===== src/verilog/wrc_pkg.sv =====
// Package: constants for the watchdog and reset-cause block.
// Assumes an 8-bit special function register port with page select.
package wrc_pkg;

  // ----------------------------------------------------------------
  // Register addresses
  // ----------------------------------------------------------------
  localparam logic [7:0] WDOG_CTRL_ADDR = 8'hFF;
  localparam logic [7:0] RST_CAUSE_ADDR = 8'hEF;
  localparam logic [7:0] RST_CAUSE_PAGE = 8'h00;

  // ----------------------------------------------------------------
  // Watchdog control commands and fields
  // ----------------------------------------------------------------
  localparam logic [7:0] CMD_ENABLE = 8'hA5;
  localparam logic [7:0] CMD_DIS_FIRST = 8'hDE;
  localparam logic [7:0] CMD_DIS_SECOND = 8'hAD;
  localparam logic [7:0] CMD_LOCK = 8'hFF;
  localparam int WD_SEL_LSB = 0;
  localparam int WD_SEL_W = 3;
  localparam int WD_STATUS_BIT = 4;
  localparam int WD_CMD_BIT = 7;
  localparam logic [2:0] WD_SEL_RESET = 3'h7;
  localparam int WD_CNT_W = 21;
  localparam int WD_EXP_BASE = 3;
  localparam logic [2:0] DIS_WINDOW_CLKS = 3'h4;

  // ----------------------------------------------------------------
  // Reset-cause fields
  // ----------------------------------------------------------------
  localparam int RC_PIN_BIT = 0;
  localparam int RC_POR_BIT = 1;
  localparam int RC_MCD_BIT = 2;
  localparam int RC_WDOG_BIT = 3;
  localparam int RC_SW_BIT = 4;
  localparam int RC_CMP_BIT = 5;
  localparam int RC_CNV_BIT = 6;
  localparam logic [7:0] RST_CAUSE_RESET = 8'h00;

endpackage : wrc_pkg


===== src/verilog/wrc_sync2.sv =====
// Two-flop synchroniser for asynchronous pin levels.
// Assumes one clock and a synchronous active-high reset.
`timescale 1ns/1ns
module wrc_sync2 #(
  parameter int W = 1,
  parameter logic [W-1:0] RST_VAL = '1
) (
  input wire logic core_clk_i,
  input wire logic srst_i,
  input wire logic [W-1:0] async_i,
  output logic [W-1:0] sync_o
);
  logic [W-1:0] stage1;
  logic [W-1:0] next_stage1;
  logic [W-1:0] next_sync;

  always_comb begin
    next_stage1 = srst_i ? RST_VAL : async_i;
    next_sync = srst_i ? RST_VAL : stage1;
  end

  always_ff @(posedge core_clk_i) begin
    stage1 <= next_stage1;
    sync_o <= next_sync;
  end
endmodule : wrc_sync2


===== src/verilog/wrc_wdt_count.sv =====
// Watchdog interval counter with power-of-four timeout select.
// Assumes the owner restarts it on reset and on the enable command.
`timescale 1ns/1ns
module wrc_wdog_count #(
  parameter int CNT_W = 21,
  parameter int EXP_BASE = 3
) (
  input wire logic core_clk_i,
  input wire logic restart_i,
  input wire logic run_i,
  input wire logic [2:0] sel_i,
  output logic [CNT_W-1:0] count_o,
  output logic expire_o
);
  logic [CNT_W-1:0] next_count;

  // Last count before timeout: 4^(base+sel) - 1
  function automatic logic [CNT_W-1:0] last_count(input logic [2:0] sel);
    int sh;
    sh = 2 * (EXP_BASE + int'(sel));
    last_count = CNT_W'((64'(1) << sh) - 64'(1));
  endfunction : last_count

  assign expire_o = run_i && (count_o == last_count(sel_i));

  always_comb begin
    next_count = count_o;
    if (restart_i || expire_o) begin
      next_count = '0;
    end else if (run_i) begin
      next_count = count_o + CNT_W'(1);
    end
  end

  always_ff @(posedge core_clk_i) begin
    count_o <= next_count;
  end
endmodule : wrc_wdog_count


===== src/verilog/wrc_top.sv =====
// Watchdog timer and reset-cause register behind the SFR port.
// Assumes the reset controller holds srst_i while any reset source
// acts and presents the external cause levels during srst_i.
//
// Behaviour
// - Control register bits 2:0 select the watchdog timeout interval.
// - Timeout is 4 to the power (3 plus selector) clock periods.
// - Reading the control register returns the selector in bits 2:0.
// - Selector reads all ones after any system reset.
// - Writing 0xA5 enables the watchdog and restarts it from zero.
// - Disable needs 0xDE then 0xAD within four clocks, else ignored.
// - Writing 0xFF blocks any later disable sequence until the next system reset.
// - Control bit 4 reads one while the watchdog runs.
// - Control register sits at 0xFF on every register page.
// - Reset-cause bit 6 enables the active-low convert-start reset.
// - Power-on reset sets the power-on flag; other resets clear it.
// - Leaving an external pin reset sets the pin flag in bit 0.
// - Bit 2 enables missing clock detector; reads one after its reset.
// - Any system reset leaves the watchdog enabled, counting from zero.
`timescale 1ns/1ns
module wrc_top #(
  parameter int WD_CNT_W = wrc_pkg::WD_CNT_W,
  parameter int WD_EXP_BASE = wrc_pkg::WD_EXP_BASE
) (
  input wire logic core_clk_i,
  input wire logic srst_i,
  input wire logic [7:0] sfr_addr_i,
  input wire logic [7:0] sfr_page_i,
  input wire logic sfr_wr_i,
  input wire logic sfr_rd_i,
  input wire logic [7:0] sfr_wdata_i,
  output logic [7:0] sfr_rdata_o,
  input wire logic por_cause_i,
  input wire logic pin_cause_i,
  input wire logic mcd_cause_i,
  input wire logic convert_start_input_n_i,
  input wire logic cmp_reset_n_i,
  output logic sys_reset_req_o,
  output logic missing_clock_enable_o,
  output logic supply_monitor_select_o,
  output logic convert_start_reset_enable_o,
  output logic watchdog_active_o
);

  // ----------------------------------------------------------------
  // Address decode
  // ----------------------------------------------------------------
  function automatic logic sfr_hit(input logic [7:0] addr,
                                   input logic [7:0] page,
                                   input logic [7:0] reg_addr,
                                   input logic [7:0] reg_page,
                                   input logic all_pages);
    sfr_hit = (addr == reg_addr) && (all_pages || page == reg_page);
  endfunction : sfr_hit

  logic wd_sel;
  logic rc_sel;
  logic wr_wd;
  logic wr_rc;

  assign wd_sel = sfr_hit(sfr_addr_i, sfr_page_i, wrc_pkg::WDOG_CTRL_ADDR,
                          8'h00, 1'b1);
  assign rc_sel = sfr_hit(sfr_addr_i, sfr_page_i, wrc_pkg::RST_CAUSE_ADDR,
                          wrc_pkg::RST_CAUSE_PAGE, 1'b0);
  assign wr_wd = sfr_wr_i && wd_sel;
  assign wr_rc = sfr_wr_i && rc_sel;

  // ----------------------------------------------------------------
  // Pin synchronisers
  // ----------------------------------------------------------------
  logic [1:0] pins_s;
  logic cnv_n_s;
  logic cmp_n_s;

  wrc_sync2 #(.W(2), .RST_VAL(2'h3)) u_sync (
    .core_clk_i(core_clk_i),
    .srst_i(srst_i),
    .async_i({cmp_reset_n_i, convert_start_input_n_i}),
    .sync_o(pins_s)
  );
  assign cnv_n_s = pins_s[0];
  assign cmp_n_s = pins_s[1];

  // ----------------------------------------------------------------
  // Watchdog control state
  // ----------------------------------------------------------------
  logic [2:0] sel;
  logic wd_en;
  logic lock;
  logic [2:0] win;
  logic [2:0] next_sel;
  logic next_wd_en;
  logic next_lock;
  logic [2:0] next_win;
  logic restart;
  logic wd_fire;
  logic [WD_CNT_W-1:0] wd_count;

  always_comb begin
    next_sel = sel;
    next_wd_en = wd_en;
    next_lock = lock;
    next_win = (win == 3'h0) ? 3'h0 : win - 3'h1;
    restart = 1'b0;
    if (wr_wd) begin
      if (!sfr_wdata_i[wrc_pkg::WD_CMD_BIT]) begin
        next_sel =
          sfr_wdata_i[wrc_pkg::WD_SEL_LSB +: wrc_pkg::WD_SEL_W];
      end
      case (sfr_wdata_i)
        wrc_pkg::CMD_ENABLE: begin
          next_wd_en = 1'b1;
          restart = 1'b1;
        end
        wrc_pkg::CMD_DIS_FIRST: begin
          next_win = wrc_pkg::DIS_WINDOW_CLKS;
        end
        wrc_pkg::CMD_DIS_SECOND: begin
          if (win != 3'h0 && !lock) begin
            next_wd_en = 1'b0;
          end
          next_win = 3'h0;
        end
        wrc_pkg::CMD_LOCK: begin
          next_lock = 1'b1;
        end
        default: begin
        end
      endcase
    end
    if (srst_i) begin
      next_sel = wrc_pkg::WD_SEL_RESET;
      next_wd_en = 1'b1;
      next_lock = 1'b0;
      next_win = 3'h0;
    end
  end

  always_ff @(posedge core_clk_i) begin
    sel <= next_sel;
    wd_en <= next_wd_en;
    lock <= next_lock;
    win <= next_win;
  end

  wrc_wdog_count #(.CNT_W(WD_CNT_W), .EXP_BASE(WD_EXP_BASE)) u_cnt (
    .core_clk_i(core_clk_i),
    .restart_i(restart || srst_i),
    .run_i(wd_en && !srst_i),
    .sel_i(sel),
    .count_o(wd_count),
    .expire_o(wd_fire)
  );

  assign watchdog_active_o = wd_en;

  // ----------------------------------------------------------------
  // Reset-cause state
  // ----------------------------------------------------------------
  // Source order in src and last_src, from bit 0 up: wdog, sw, cmp, cnv
  logic mcd_en;
  logic cmp_en;
  logic cnv_en;
  logic mon_sel;
  logic [6:0] flags;
  logic req;
  logic srst_q;
  logic [3:0] last_src;
  logic next_mcd_en;
  logic next_cmp_en;
  logic next_cnv_en;
  logic next_mon_sel;
  logic [6:0] next_flags;
  logic next_req;
  logic [3:0] next_last_src;
  logic [3:0] src;

  always_comb begin
    src[0] = wd_fire;
    src[1] = wr_rc && sfr_wdata_i[wrc_pkg::RC_SW_BIT];
    src[2] = cmp_en && !cmp_n_s;
    src[3] = cnv_en && !cnv_n_s;
    next_mcd_en = mcd_en;
    next_cmp_en = cmp_en;
    next_cnv_en = cnv_en;
    next_mon_sel = mon_sel;
    next_flags = flags;
    next_req = req || (|src);
    next_last_src = last_src;
    if (!req && (|src)) begin
      next_last_src = src;
    end
    if (srst_q && !srst_i) begin
      next_last_src = 4'h0;
    end
    if (wr_rc) begin
      next_cnv_en = sfr_wdata_i[wrc_pkg::RC_CNV_BIT];
      next_cmp_en = sfr_wdata_i[wrc_pkg::RC_CMP_BIT];
      next_mcd_en = sfr_wdata_i[wrc_pkg::RC_MCD_BIT];
      next_mon_sel = sfr_wdata_i[wrc_pkg::RC_POR_BIT];
    end
    if (srst_i) begin
      next_flags = 7'h00;
      next_flags[wrc_pkg::RC_POR_BIT] = por_cause_i;
      if (!por_cause_i) begin
        next_flags[wrc_pkg::RC_PIN_BIT] = pin_cause_i;
        next_flags[wrc_pkg::RC_MCD_BIT] = mcd_cause_i;
        next_flags[wrc_pkg::RC_WDOG_BIT] = last_src[0];
        next_flags[wrc_pkg::RC_SW_BIT] = last_src[1];
        next_flags[wrc_pkg::RC_CMP_BIT] = last_src[2];
        next_flags[wrc_pkg::RC_CNV_BIT] = last_src[3];
      end
      next_last_src = por_cause_i ? 4'h0 : last_src;
      next_mcd_en = wrc_pkg::RST_CAUSE_RESET[wrc_pkg::RC_MCD_BIT];
      next_cmp_en = wrc_pkg::RST_CAUSE_RESET[wrc_pkg::RC_CMP_BIT];
      next_cnv_en = wrc_pkg::RST_CAUSE_RESET[wrc_pkg::RC_CNV_BIT];
      next_mon_sel = 1'b1;
      next_req = 1'b0;
    end
  end

  always_ff @(posedge core_clk_i) begin
    mcd_en <= next_mcd_en;
    cmp_en <= next_cmp_en;
    cnv_en <= next_cnv_en;
    mon_sel <= next_mon_sel;
    flags <= next_flags;
    req <= next_req;
    srst_q <= srst_i;
    last_src <= next_last_src;
  end

  assign sys_reset_req_o = req;
  assign missing_clock_enable_o = mcd_en;
  assign supply_monitor_select_o = mon_sel;
  assign convert_start_reset_enable_o = cnv_en;

  // ----------------------------------------------------------------
  // Read data
  // ----------------------------------------------------------------
  logic [7:0] wd_view;
  logic [7:0] next_rdata;

  always_comb begin
    wd_view = 8'h00;
    wd_view[wrc_pkg::WD_SEL_LSB +: wrc_pkg::WD_SEL_W] = sel;
    wd_view[wrc_pkg::WD_STATUS_BIT] = wd_en;
    next_rdata = sfr_rdata_o;
    if (sfr_rd_i) begin
      if (wd_sel) begin
        next_rdata = wd_view;
      end else if (rc_sel) begin
        next_rdata = {1'b0, flags};
      end else begin
        next_rdata = 8'h00;
      end
    end
    if (srst_i) begin
      next_rdata = 8'h00;
    end
  end

  always_ff @(posedge core_clk_i) begin
    sfr_rdata_o <= next_rdata;
  end

  // ----------------------------------------------------------------
  // Assertions
  // ----------------------------------------------------------------
  AST_SEL_RESET: assert property (@(posedge core_clk_i)
    srst_i |=> sel == 3'h7)
    else $error("selector not all ones after reset");

  AST_RESET_RUNS: assert property (@(posedge core_clk_i)
    srst_i ##1 !srst_i |-> wd_en && wd_count == '0 ##1 wd_count == 1)
    else $error("watchdog not enabled and restarted after reset");

  AST_ENABLE: assert property (@(posedge core_clk_i)
    disable iff (srst_i) wr_wd && sfr_wdata_i == wrc_pkg::CMD_ENABLE |=>
    wd_en && wd_count == '0)
    else $error("enable command did not restart watchdog");

  AST_DISABLE: assert property (@(posedge core_clk_i)
    disable iff (srst_i)
    (wr_wd && sfr_wdata_i == wrc_pkg::CMD_DIS_FIRST && !lock) ##[1:4]
    (wr_wd && sfr_wdata_i == wrc_pkg::CMD_DIS_SECOND && !lock) |=> !wd_en)
    else $error("disable pair within four clocks ignored");

  AST_DISABLE_LATE: assert property (@(posedge core_clk_i)
    disable iff (srst_i) wd_en && win == 3'h0 && wr_wd &&
    sfr_wdata_i == wrc_pkg::CMD_DIS_SECOND |=> wd_en)
    else $error("late second disable byte took effect");

  AST_LOCK_HOLDS: assert property (@(posedge core_clk_i)
    disable iff (srst_i) lock && wd_en |=> lock && wd_en)
    else $error("locked watchdog was disabled");

  AST_LOCK_NO_RELOAD: assert property (@(posedge core_clk_i)
    disable iff (srst_i) wr_wd && sfr_wdata_i == wrc_pkg::CMD_LOCK &&
    !wd_en |=> !wd_en && lock)
    else $error("lock write enabled the watchdog");

  AST_READ_WD: assert property (@(posedge core_clk_i)
    disable iff (srst_i) sfr_rd_i && sfr_addr_i == wrc_pkg::WDOG_CTRL_ADDR |=>
    sfr_rdata_o == {3'h0, $past(wd_en), 1'b0, $past(sel)})
    else $error("control read shows wrong status or selector");

  AST_FIRE_TIME: assert property (@(posedge core_clk_i)
    disable iff (srst_i) wd_fire |->
    int'(wd_count) == 4 ** (WD_EXP_BASE + int'(sel)) - 1)
    else $error("watchdog expired at wrong count");

  AST_FIRE_REQ: assert property (@(posedge core_clk_i)
    disable iff (srst_i) wd_fire |=>
    sys_reset_req_o && (last_src[0] || $past(req)))
    else $error("timeout did not request reset");

  AST_CNV_REQ: assert property (@(posedge core_clk_i)
    disable iff (srst_i) cnv_en && !cnv_n_s |=> sys_reset_req_o)
    else $error("enabled convert start input did not request reset");

  AST_POR_FLAG: assert property (@(posedge core_clk_i)
    srst_i |=> flags[1] == $past(por_cause_i) &&
    (!flags[1] || flags[6:2] == 5'h00 && !flags[0]))
    else $error("power-on flag capture wrong");

  AST_CAUSE_FLAGS: assert property (@(posedge core_clk_i)
    srst_i && !por_cause_i |=> flags[0] == $past(pin_cause_i) &&
    flags[2] == $past(mcd_cause_i) && flags[3] == $past(last_src[0]))
    else $error("reset cause flags not captured");

endmodule : wrc_top


===== config.mk =====
export PLATFORM = sky130hd
export DESIGN_NAME = wrc_top
export DESIGN_NICKNAME = d
export VERILOG_FILES = /design/src/verilog/wrc_pkg.sv /design/src/verilog/wrc_sync2.sv /design/src/verilog/wrc_wdt_count.sv /design/src/verilog/wrc_top.sv
export SDC_FILE = /design/constraint.sdc
export NUM_CORES = 1
export LEC_CHECK = 0
export BUFFER_PORTS_ARGS = -buffer_cell sky130_fd_sc_hd__buf_4
export CAP_MARGIN = 5
export CORE_MARGIN = 2
export CORE_UTILIZATION = 55
export CTS_CLUSTER_SIZE = 40
export DETAILED_ROUTE_END_ITERATION = 10
export PLACE_DENSITY = 0.83
export SLEW_MARGIN = 20
export SYNTH_ARGS = -nofsm -noshare
export SYNTH_HDL_FRONTEND = slang
export SYNTH_SLANG_ARGS = --single-unit

===== constraint.sdc =====
create_clock -name core_clk_i -period 3.99 [get_ports core_clk_i]
set_input_delay 0.798 -clock core_clk_i [delete_from_list [all_inputs] [get_ports core_clk_i]]
set_output_delay 0.798 -clock core_clk_i [all_outputs]
set_load 0.02 [all_outputs]

# Word-level counts from Yosys, hierarchy flattened
# Cells that the tools add are included.
# classes
addsub,4
multipliers,0
div_mod_pow,0
n_lt_le_gt_ge,0
n_eq_ne,9
shifts,1
muxes,13
bitwise,1
n_reduce_logical,29
# ops
op,count
"8-bit equality test, second input constant",6
"1-bit by 32-bit << shifter with 21-bit output, first input constant",1
"21-bit by 1-bit adder with 21-bit output, second input constant",1
21-bit equality test,1
"21-bit by 2-bit subtractor with 21-bit output, second input constant",1
4-bit 2-to-1 mux,4
7-bit 2-to-1 mux,2
1-bit logical AND,11
8-bit logical NOT,1
3-bit 2-to-1 mux,2
3-bit one-hot mux with 2 select lines,1
2-bit AND reduction,3
3-bit nonzero test,2
1-bit logical NOT,5
"2-bit by 3-bit adder with 4-bit output, first input constant",1
4-bit OR reduction,1
3-bit logical NOT,1
1-bit logical OR,3
1-bit 2-to-1 mux,3
3-bit AND reduction,1
"3-bit by 1-bit subtractor with 3-bit output, second input constant",1
"2-bit by 1-bit != test with 1-bit output, second input constant",1
"2-bit != test, second input constant",1
1-bit one-hot mux with 2 select lines,1
other kinds (2),2
# totals
ff_bits,58
latch_bits,0
ramBits,0
rom_bits,0
in_bits,33
output_inout_bits,13
elab_cells,74
memories,0

# Logic depth before layout (Yosys ltp)
# depth
depth_word,10
ltp_mapped,9

# By module
# Synthesis repeated with hierarchy kept, for this count alone.
# hier_totals
cells_unflattened,301
hier_area_um2,2900.3
# modules_own_cells
mod,n_inst,cells_each,area_per_inst_um2,seq_area_each_um2
wrc_top,1,132,1436.4,750.7
wrc_wdog_count,1,161,1358.8,420.4
wrc_sync2,1,8,105.1,80.1

# Worst setup path after synthesis
# OpenSTA, ideal clock, no wires.
# synth_timing
path_kind,input-to-reg
startpoint,input port srst_i
endpoint,register u_cnt.count_o[15]
setup_ns,0.115
t_arrival_ns,2.158
slack_ns,1.717
stages,8
path_buffers,2
cell_sequence,buf_6 > and4b_1 > o2111ai_1 > a221o_1 > nand4b_1 > o21ai_2 > buf_6 > nor2_1
# synth_between
elab_chain_len,4
word_cells_on_any_way,5
cone_classes,reduce/logical: 5
# synth_rtl
item,line_no,text
"start, declared",wrc_top.sv:26,"input wire logic srst_i,"
1-bit logical NOT,wrc_top.sv:149,".run_i(wd_en && !srst_i),"
1-bit logical AND,wrc_top.sv:149,
1-bit logical AND,wrc_wdt_count.sv:24,assign expire_o = run_i && (count_o == last_count(sel_i));
1-bit logical OR,wrc_wdt_count.sv:28,if (restart_i || expire_o) begin
"end signal, assigned",wrc_wdt_count.sv:36,count_o <= next_count;
"end, declared",wrc_wdt_count.sv:12,"output logic [CNT_W-1:0] count_o,"
# Several ways; a longest one is shown, not always the timed one.
# A chain may end at the register's enable or synchronous reset.

# Worst setup path after layout
# layout_timing
startpoint,register sel[1]
endpoint,register u_cnt.count_o[13]
# layout_between
elab_chain_len,6
# layout_rtl
item,line_no,text
"start, declared",wrc_top.sv:87,logic [2:0] sel;
"start signal, assigned",wrc_top.sv:140,sel <= next_sel;
2-bit by 3-bit adder with 4-bit output,wrc_wdt_count.sv:20,sh = 2 * (EXP_BASE + int'(sel));
1-bit by 32-bit << shifter with 21-bit output,wrc_wdt_count.sv:21,last_count = CNT_W'((64'(1) << sh) - 64'(1));
21-bit by 2-bit subtractor with 21-bit output,wrc_wdt_count.sv:21,
21-bit equality test,wrc_wdt_count.sv:24,
1-bit logical AND,wrc_wdt_count.sv:24,
1-bit logical OR,wrc_wdt_count.sv:28,
# No other way between the ends.

==> summary.txt <==
======================================================================================
Run status .............................................................. complete, no violations
Max FO, Critical Path ...................................................           21
Final Slew Violations ...................................................            0
Prevailing post-synth register cell ..................................... sky130_fd_sc_hd__dfxtp_1
Startpoint of the tightest hold check path .............................. u_sync.stage1[1]$_SDFF_PP1_
Initial drt markers .....................................................          145
Port Buffers ............................................................           44
Top cells by count, synth ............................................... 46 x sky130_fd_sc_hd__dfxtp_1, 46 x sky130_fd_sc_hd__nor2_1, 30 x sky130_fd_sc_hd__nand2_1, 16 x sky130_fd_sc_hd__nand3_1, 14 x sky130_fd_sc_hd__xor2_1
Hold Path Cell Cnt ......................................................            1
Count of max-cap constraint violations ..................................            0
Initial cell density of the core ........................................        56.9%
Worst hold path type .................................................... flop to flop
Summed instance area of the synthesized netlist .........................  0.00291 mm²
CTS root buf ............................................................ sky130_fd_sc_hd__clkbuf_8
Cts repair resizes ......................................................            0
Endpoints failing setup .................................................            0
Final weighted congestion in routability-driven placement ...............        0.823
Floorplan Core Area .....................................................  0.00511 mm²
Largest stage delay, worst path .........................................      0.72 ns
Maximum clock frequency .................................................      365 MHz
Met1 Usage GRT ..........................................................        27.7%
Static leakage ..........................................................      1.30 nW
Die Area ................................................................  0.00588 mm²
Global-route wire length before repair ..................................      9980 µm
Unrepaired setup endpoints after global routing .........................           no
Clock-pin slew on the worst setup and hold paths ........................      0.07 ns
Final HPWL from detailed placement ......................................      4260 µm
Number of flops mapped to enable cells by yosys .........................           11
Gr ovfl total ...........................................................            0
CTS Buf Count ...........................................................            9
Insertion delay to the later sink of the worst-skew pair ................      0.34 ns
Crit Path Class ......................................................... flop to flop
Cell accounting for the most synthesized area ........................... sky130_fd_sc_hd__dfxtp_1
Pin count of the biggest net entering global routing ....................           35
Vias ....................................................................         2451
Number of iterations in the first detailed-routing pass .................            4
Via-to-Cell Ratio .......................................................         5.55
Utilization after layout ................................................        66.7%
Worst-margin pin slew ...................................................     0.868 ns
RR Endpoint ............................................................. u_cnt.count_o[13]$_SDFFE_PP0P_
Maximum number of buffers from clock root to sink .......................            2
Shortest period the worst path allows ...................................      2.74 ns
Antenna violations before repair ........................................            0
Dominant cells by area after synthesis .................................. sky130_fd_sc_hd__dfxtp_1 32%, sky130_fd_sc_hd__edfxtp_1 11%, sky130_fd_sc_hd__nor2_1 5.9%, sky130_fd_sc_hd__xor2_1 4.2%, sky130_fd_sc_hd__nand2_1 3.9%
Post-synthesis instance total ...........................................          331
Slew margin rel. ........................................................        42.1%
Reg-to-reg slack, setup .................................................      1.25 ns
Ratio of cells with drive above 1 in the final layout ...................        18.3%
Number of antenna repair diodes .........................................            0
Std-Cell Rows ...........................................................           26
Fraction of post-synthesis cell area in the top cell type by area .......        31.7%
Post-CTS repair timing setup buffer count ...............................            0
Worst Hold Path EP ...................................................... u_sync.sync_o[1]$_SDFF_PP1_
Required time of the critical path ......................................      4.17 ns
I/O Pins ................................................................           46
WL per Instance .........................................................      13.3 µm
Critical Path Slowest Stage Cell ........................................ sky130_fd_sc_hd__o21ai_2
Fin crit share ..........................................................        68.7%
Vertical die dimension ..................................................      76.7 µm
Residual antenna-violating net count after detailed routing .............            0
Category of the worst setup path capture point ..........................         flop
Layout overhead on the synthesized area .................................        17.3%
Layer with the highest usage ............................................         met2
Yosys warns .............................................................            0
Number of sinks on the clock net ........................................           57
Total number of nets in the final design ................................          404
Hold violation total from the final report ..............................            0
Post-synth ARST share ...................................................           0%
Cts hold-fix bufs .......................................................            0
Final routed DRC violation total ........................................            0
Register area share after synthesis .....................................        43.0%
Number of cells on the worst reg-to-reg path ............................            6
Worst-path cell chain ................................................... and2_1 -> o211ai_1 -> a221o_1 -> nand4b_1 -> o21ai_2 -> nor2_1
Post-synthesis register bit count .......................................           57
Maximum vdd ir drop .....................................................       212 µV
Sum of negative setup slack .............................................         0 ns
Data arrival at the endpoint of the critical path .......................      2.93 ns
Met3 track demand over resource .........................................        4.94%
Mean instance size in the synthesized netlist ...........................     8.78 µm²
Kind of cell with the highest combined delay on the critical path ....... compound AO/OA/AOI/OAI gates
Number of distinct standard cells referenced by the synthesized netlist .           51
Critical path startpoint category .......................................         flop
Via count of the first global-routing pass ..............................         2217
Power density of the placed cells .......................................   358 mW/mm²
Max H-tree Level ........................................................            3
Worst clock skew on the final layout ....................................    0.0107 ns
Met2 Use GR .............................................................        32.9%
Die boundary width ......................................................      76.7 µm
Clock tree from TritonCTS ...............................................          yes
Routed wire length ......................................................      5900 µm
Count of buffer and inverter cells on the critical path .................            0
Reg-to-reg critical path startpoint ..................................... sel[1]$_SDFFE_PP1P_
Total routing resource utilization after global routing .................        20.9%
======================================================================================
through the flow:
| step | instance area (µm²) | hold slack [ns] | power [W] | setup slack, ns | cells |
|---|---|---|---|---|---|
| 2_1_floorplan | 2910 | 0.389 | 0.000663 | 1.72 | 332 |
| 3_3_place_gp | 3210 | 0.395 | 0.000695 | 1.03 | 426 |
| 3_5_place_dp | 3210 | 0.398 | 0.000697 | 0.954 | 426 |
| 4_1_cts | 3410 | 0.414 | 0.00122 | 1.21 | 442 |
| 5_1_grt | 3410 | 0.430 | 0.00126 | 1.02 | 442 |
| 6_report | 3410 | 0.410 | 0.00122 | 1.25 | 442 |
state kept, by name, summed over array words and instances (netlist names):
register,cells
u_cnt.count_o,21
flags,7
sfr_rdata_o,7
last_src,4
sel,3
win,3
u_sync.stage1,2
u_sync.sync_o,2
cmp_en,1
convert_start_reset_enable_o,1
lock,1
missing_clock_enable_o,1
srst_q,1
supply_monitor_select_o,1
sys_reset_req_o,1
watchdog_active_o,1
worst max path at each step:
stage | start | to | slack, ns | cells after the start
3_5_place_dp | srst_i | u_cnt.count_o[0]$_SDFFE_PP0P_ | 0.95 | 7
4_1_cts | sel[1]$_SDFFE_PP1P_ | u_cnt.count_o[6]$_SDFFE_PP0P_ | 1.21 | 6
2_1_floorplan | srst_i | u_cnt.count_o[15]$_SDFFE_PP0P_ | 1.72 | 8
3_3_place_gp | srst_i | u_cnt.count_o[20]$_SDFFE_PP0P_ | 1.03 | 7
5_1_grt | sel[1]$_SDFFE_PP1P_ | u_cnt.count_o[0]$_SDFFE_PP0P_ | 1.02 | 6
6_report | sel[1]$_SDFFE_PP1P_ | u_cnt.count_o[13]$_SDFFE_PP0P_ | 1.25 | 6
metal layers:
metal	up-vias	wire (µm)
met5	-	0
met4	0	76
met3	9	222
met1	1163	2760
met2	46	2850
li1	1233	-
final cells by class:
class                      instances  area, µm²
clock buffer                      11        141
clock inverter                     5       56.3
fill                             420       1700
inverter                           7       26.3
multi-input combinational        247       1510
sequential                        57       1250
tap                               70       87.6
timing repair buffer              45        338
cell families (layout without fill, tap and decap cells):
logic type | count (synthesis) | count (layout) | share of synthesized area (%)
AOI/OAI and AO/OA | 47 | 47 | 11.3
xor gates and xnor gates | 24 | 24 | 7.23
adders and majority gates | 4 | 4 | 1.72
buffers and inverters | 28 | 68 | 5.21
DFF | 57 | 57 | 43.0
muxes | 4 | 4 | 1.38
other | 2 | 3 | 0.258
and+or+nand+nor | 165 | 165 | 29.9
placed cells by master (no fill, tap or decap), types with 3 or more instances in the layout:
cell type / count
sky130_fd_sc_hd__a211oi_1: 4
sky130_fd_sc_hd__a21boi_0: 3
sky130_fd_sc_hd__a21oi_1: 12
sky130_fd_sc_hd__a22oi_1: 5
sky130_fd_sc_hd__and2_1: 3
sky130_fd_sc_hd__and3_1: 4
sky130_fd_sc_hd__and4_1: 5
sky130_fd_sc_hd__buf_4: 45
sky130_fd_sc_hd__clkbuf_8: 10
sky130_fd_sc_hd__conb_1: 3
sky130_fd_sc_hd__dfxtp_1: 46
sky130_fd_sc_hd__edfxtp_1: 11
sky130_fd_sc_hd__ha_1: 4
sky130_fd_sc_hd__inv_1: 7
sky130_fd_sc_hd__mux2i_1: 4
sky130_fd_sc_hd__nand2_1: 30
sky130_fd_sc_hd__nand2b_1: 6
sky130_fd_sc_hd__nand3_1: 16
sky130_fd_sc_hd__nand4_1: 12
sky130_fd_sc_hd__nor2_1: 46
sky130_fd_sc_hd__nor2b_1: 8
sky130_fd_sc_hd__nor3_1: 10
sky130_fd_sc_hd__nor4_1: 3
sky130_fd_sc_hd__o211ai_1: 3
sky130_fd_sc_hd__o21a_1: 4
sky130_fd_sc_hd__o21ai_0: 3
sky130_fd_sc_hd__or2_2: 5
sky130_fd_sc_hd__or3_1: 4
sky130_fd_sc_hd__xnor2_1: 10
sky130_fd_sc_hd__xor2_1: 14
report_power, final:
part           leakage, nW  internal (W)  switching, W
combinational        0.717     0.0000386     0.0000403
clock               0.0993      0.000304      0.000231
sequential           0.487      0.000600    0.00000622
(Power assumes the default switching activity.)
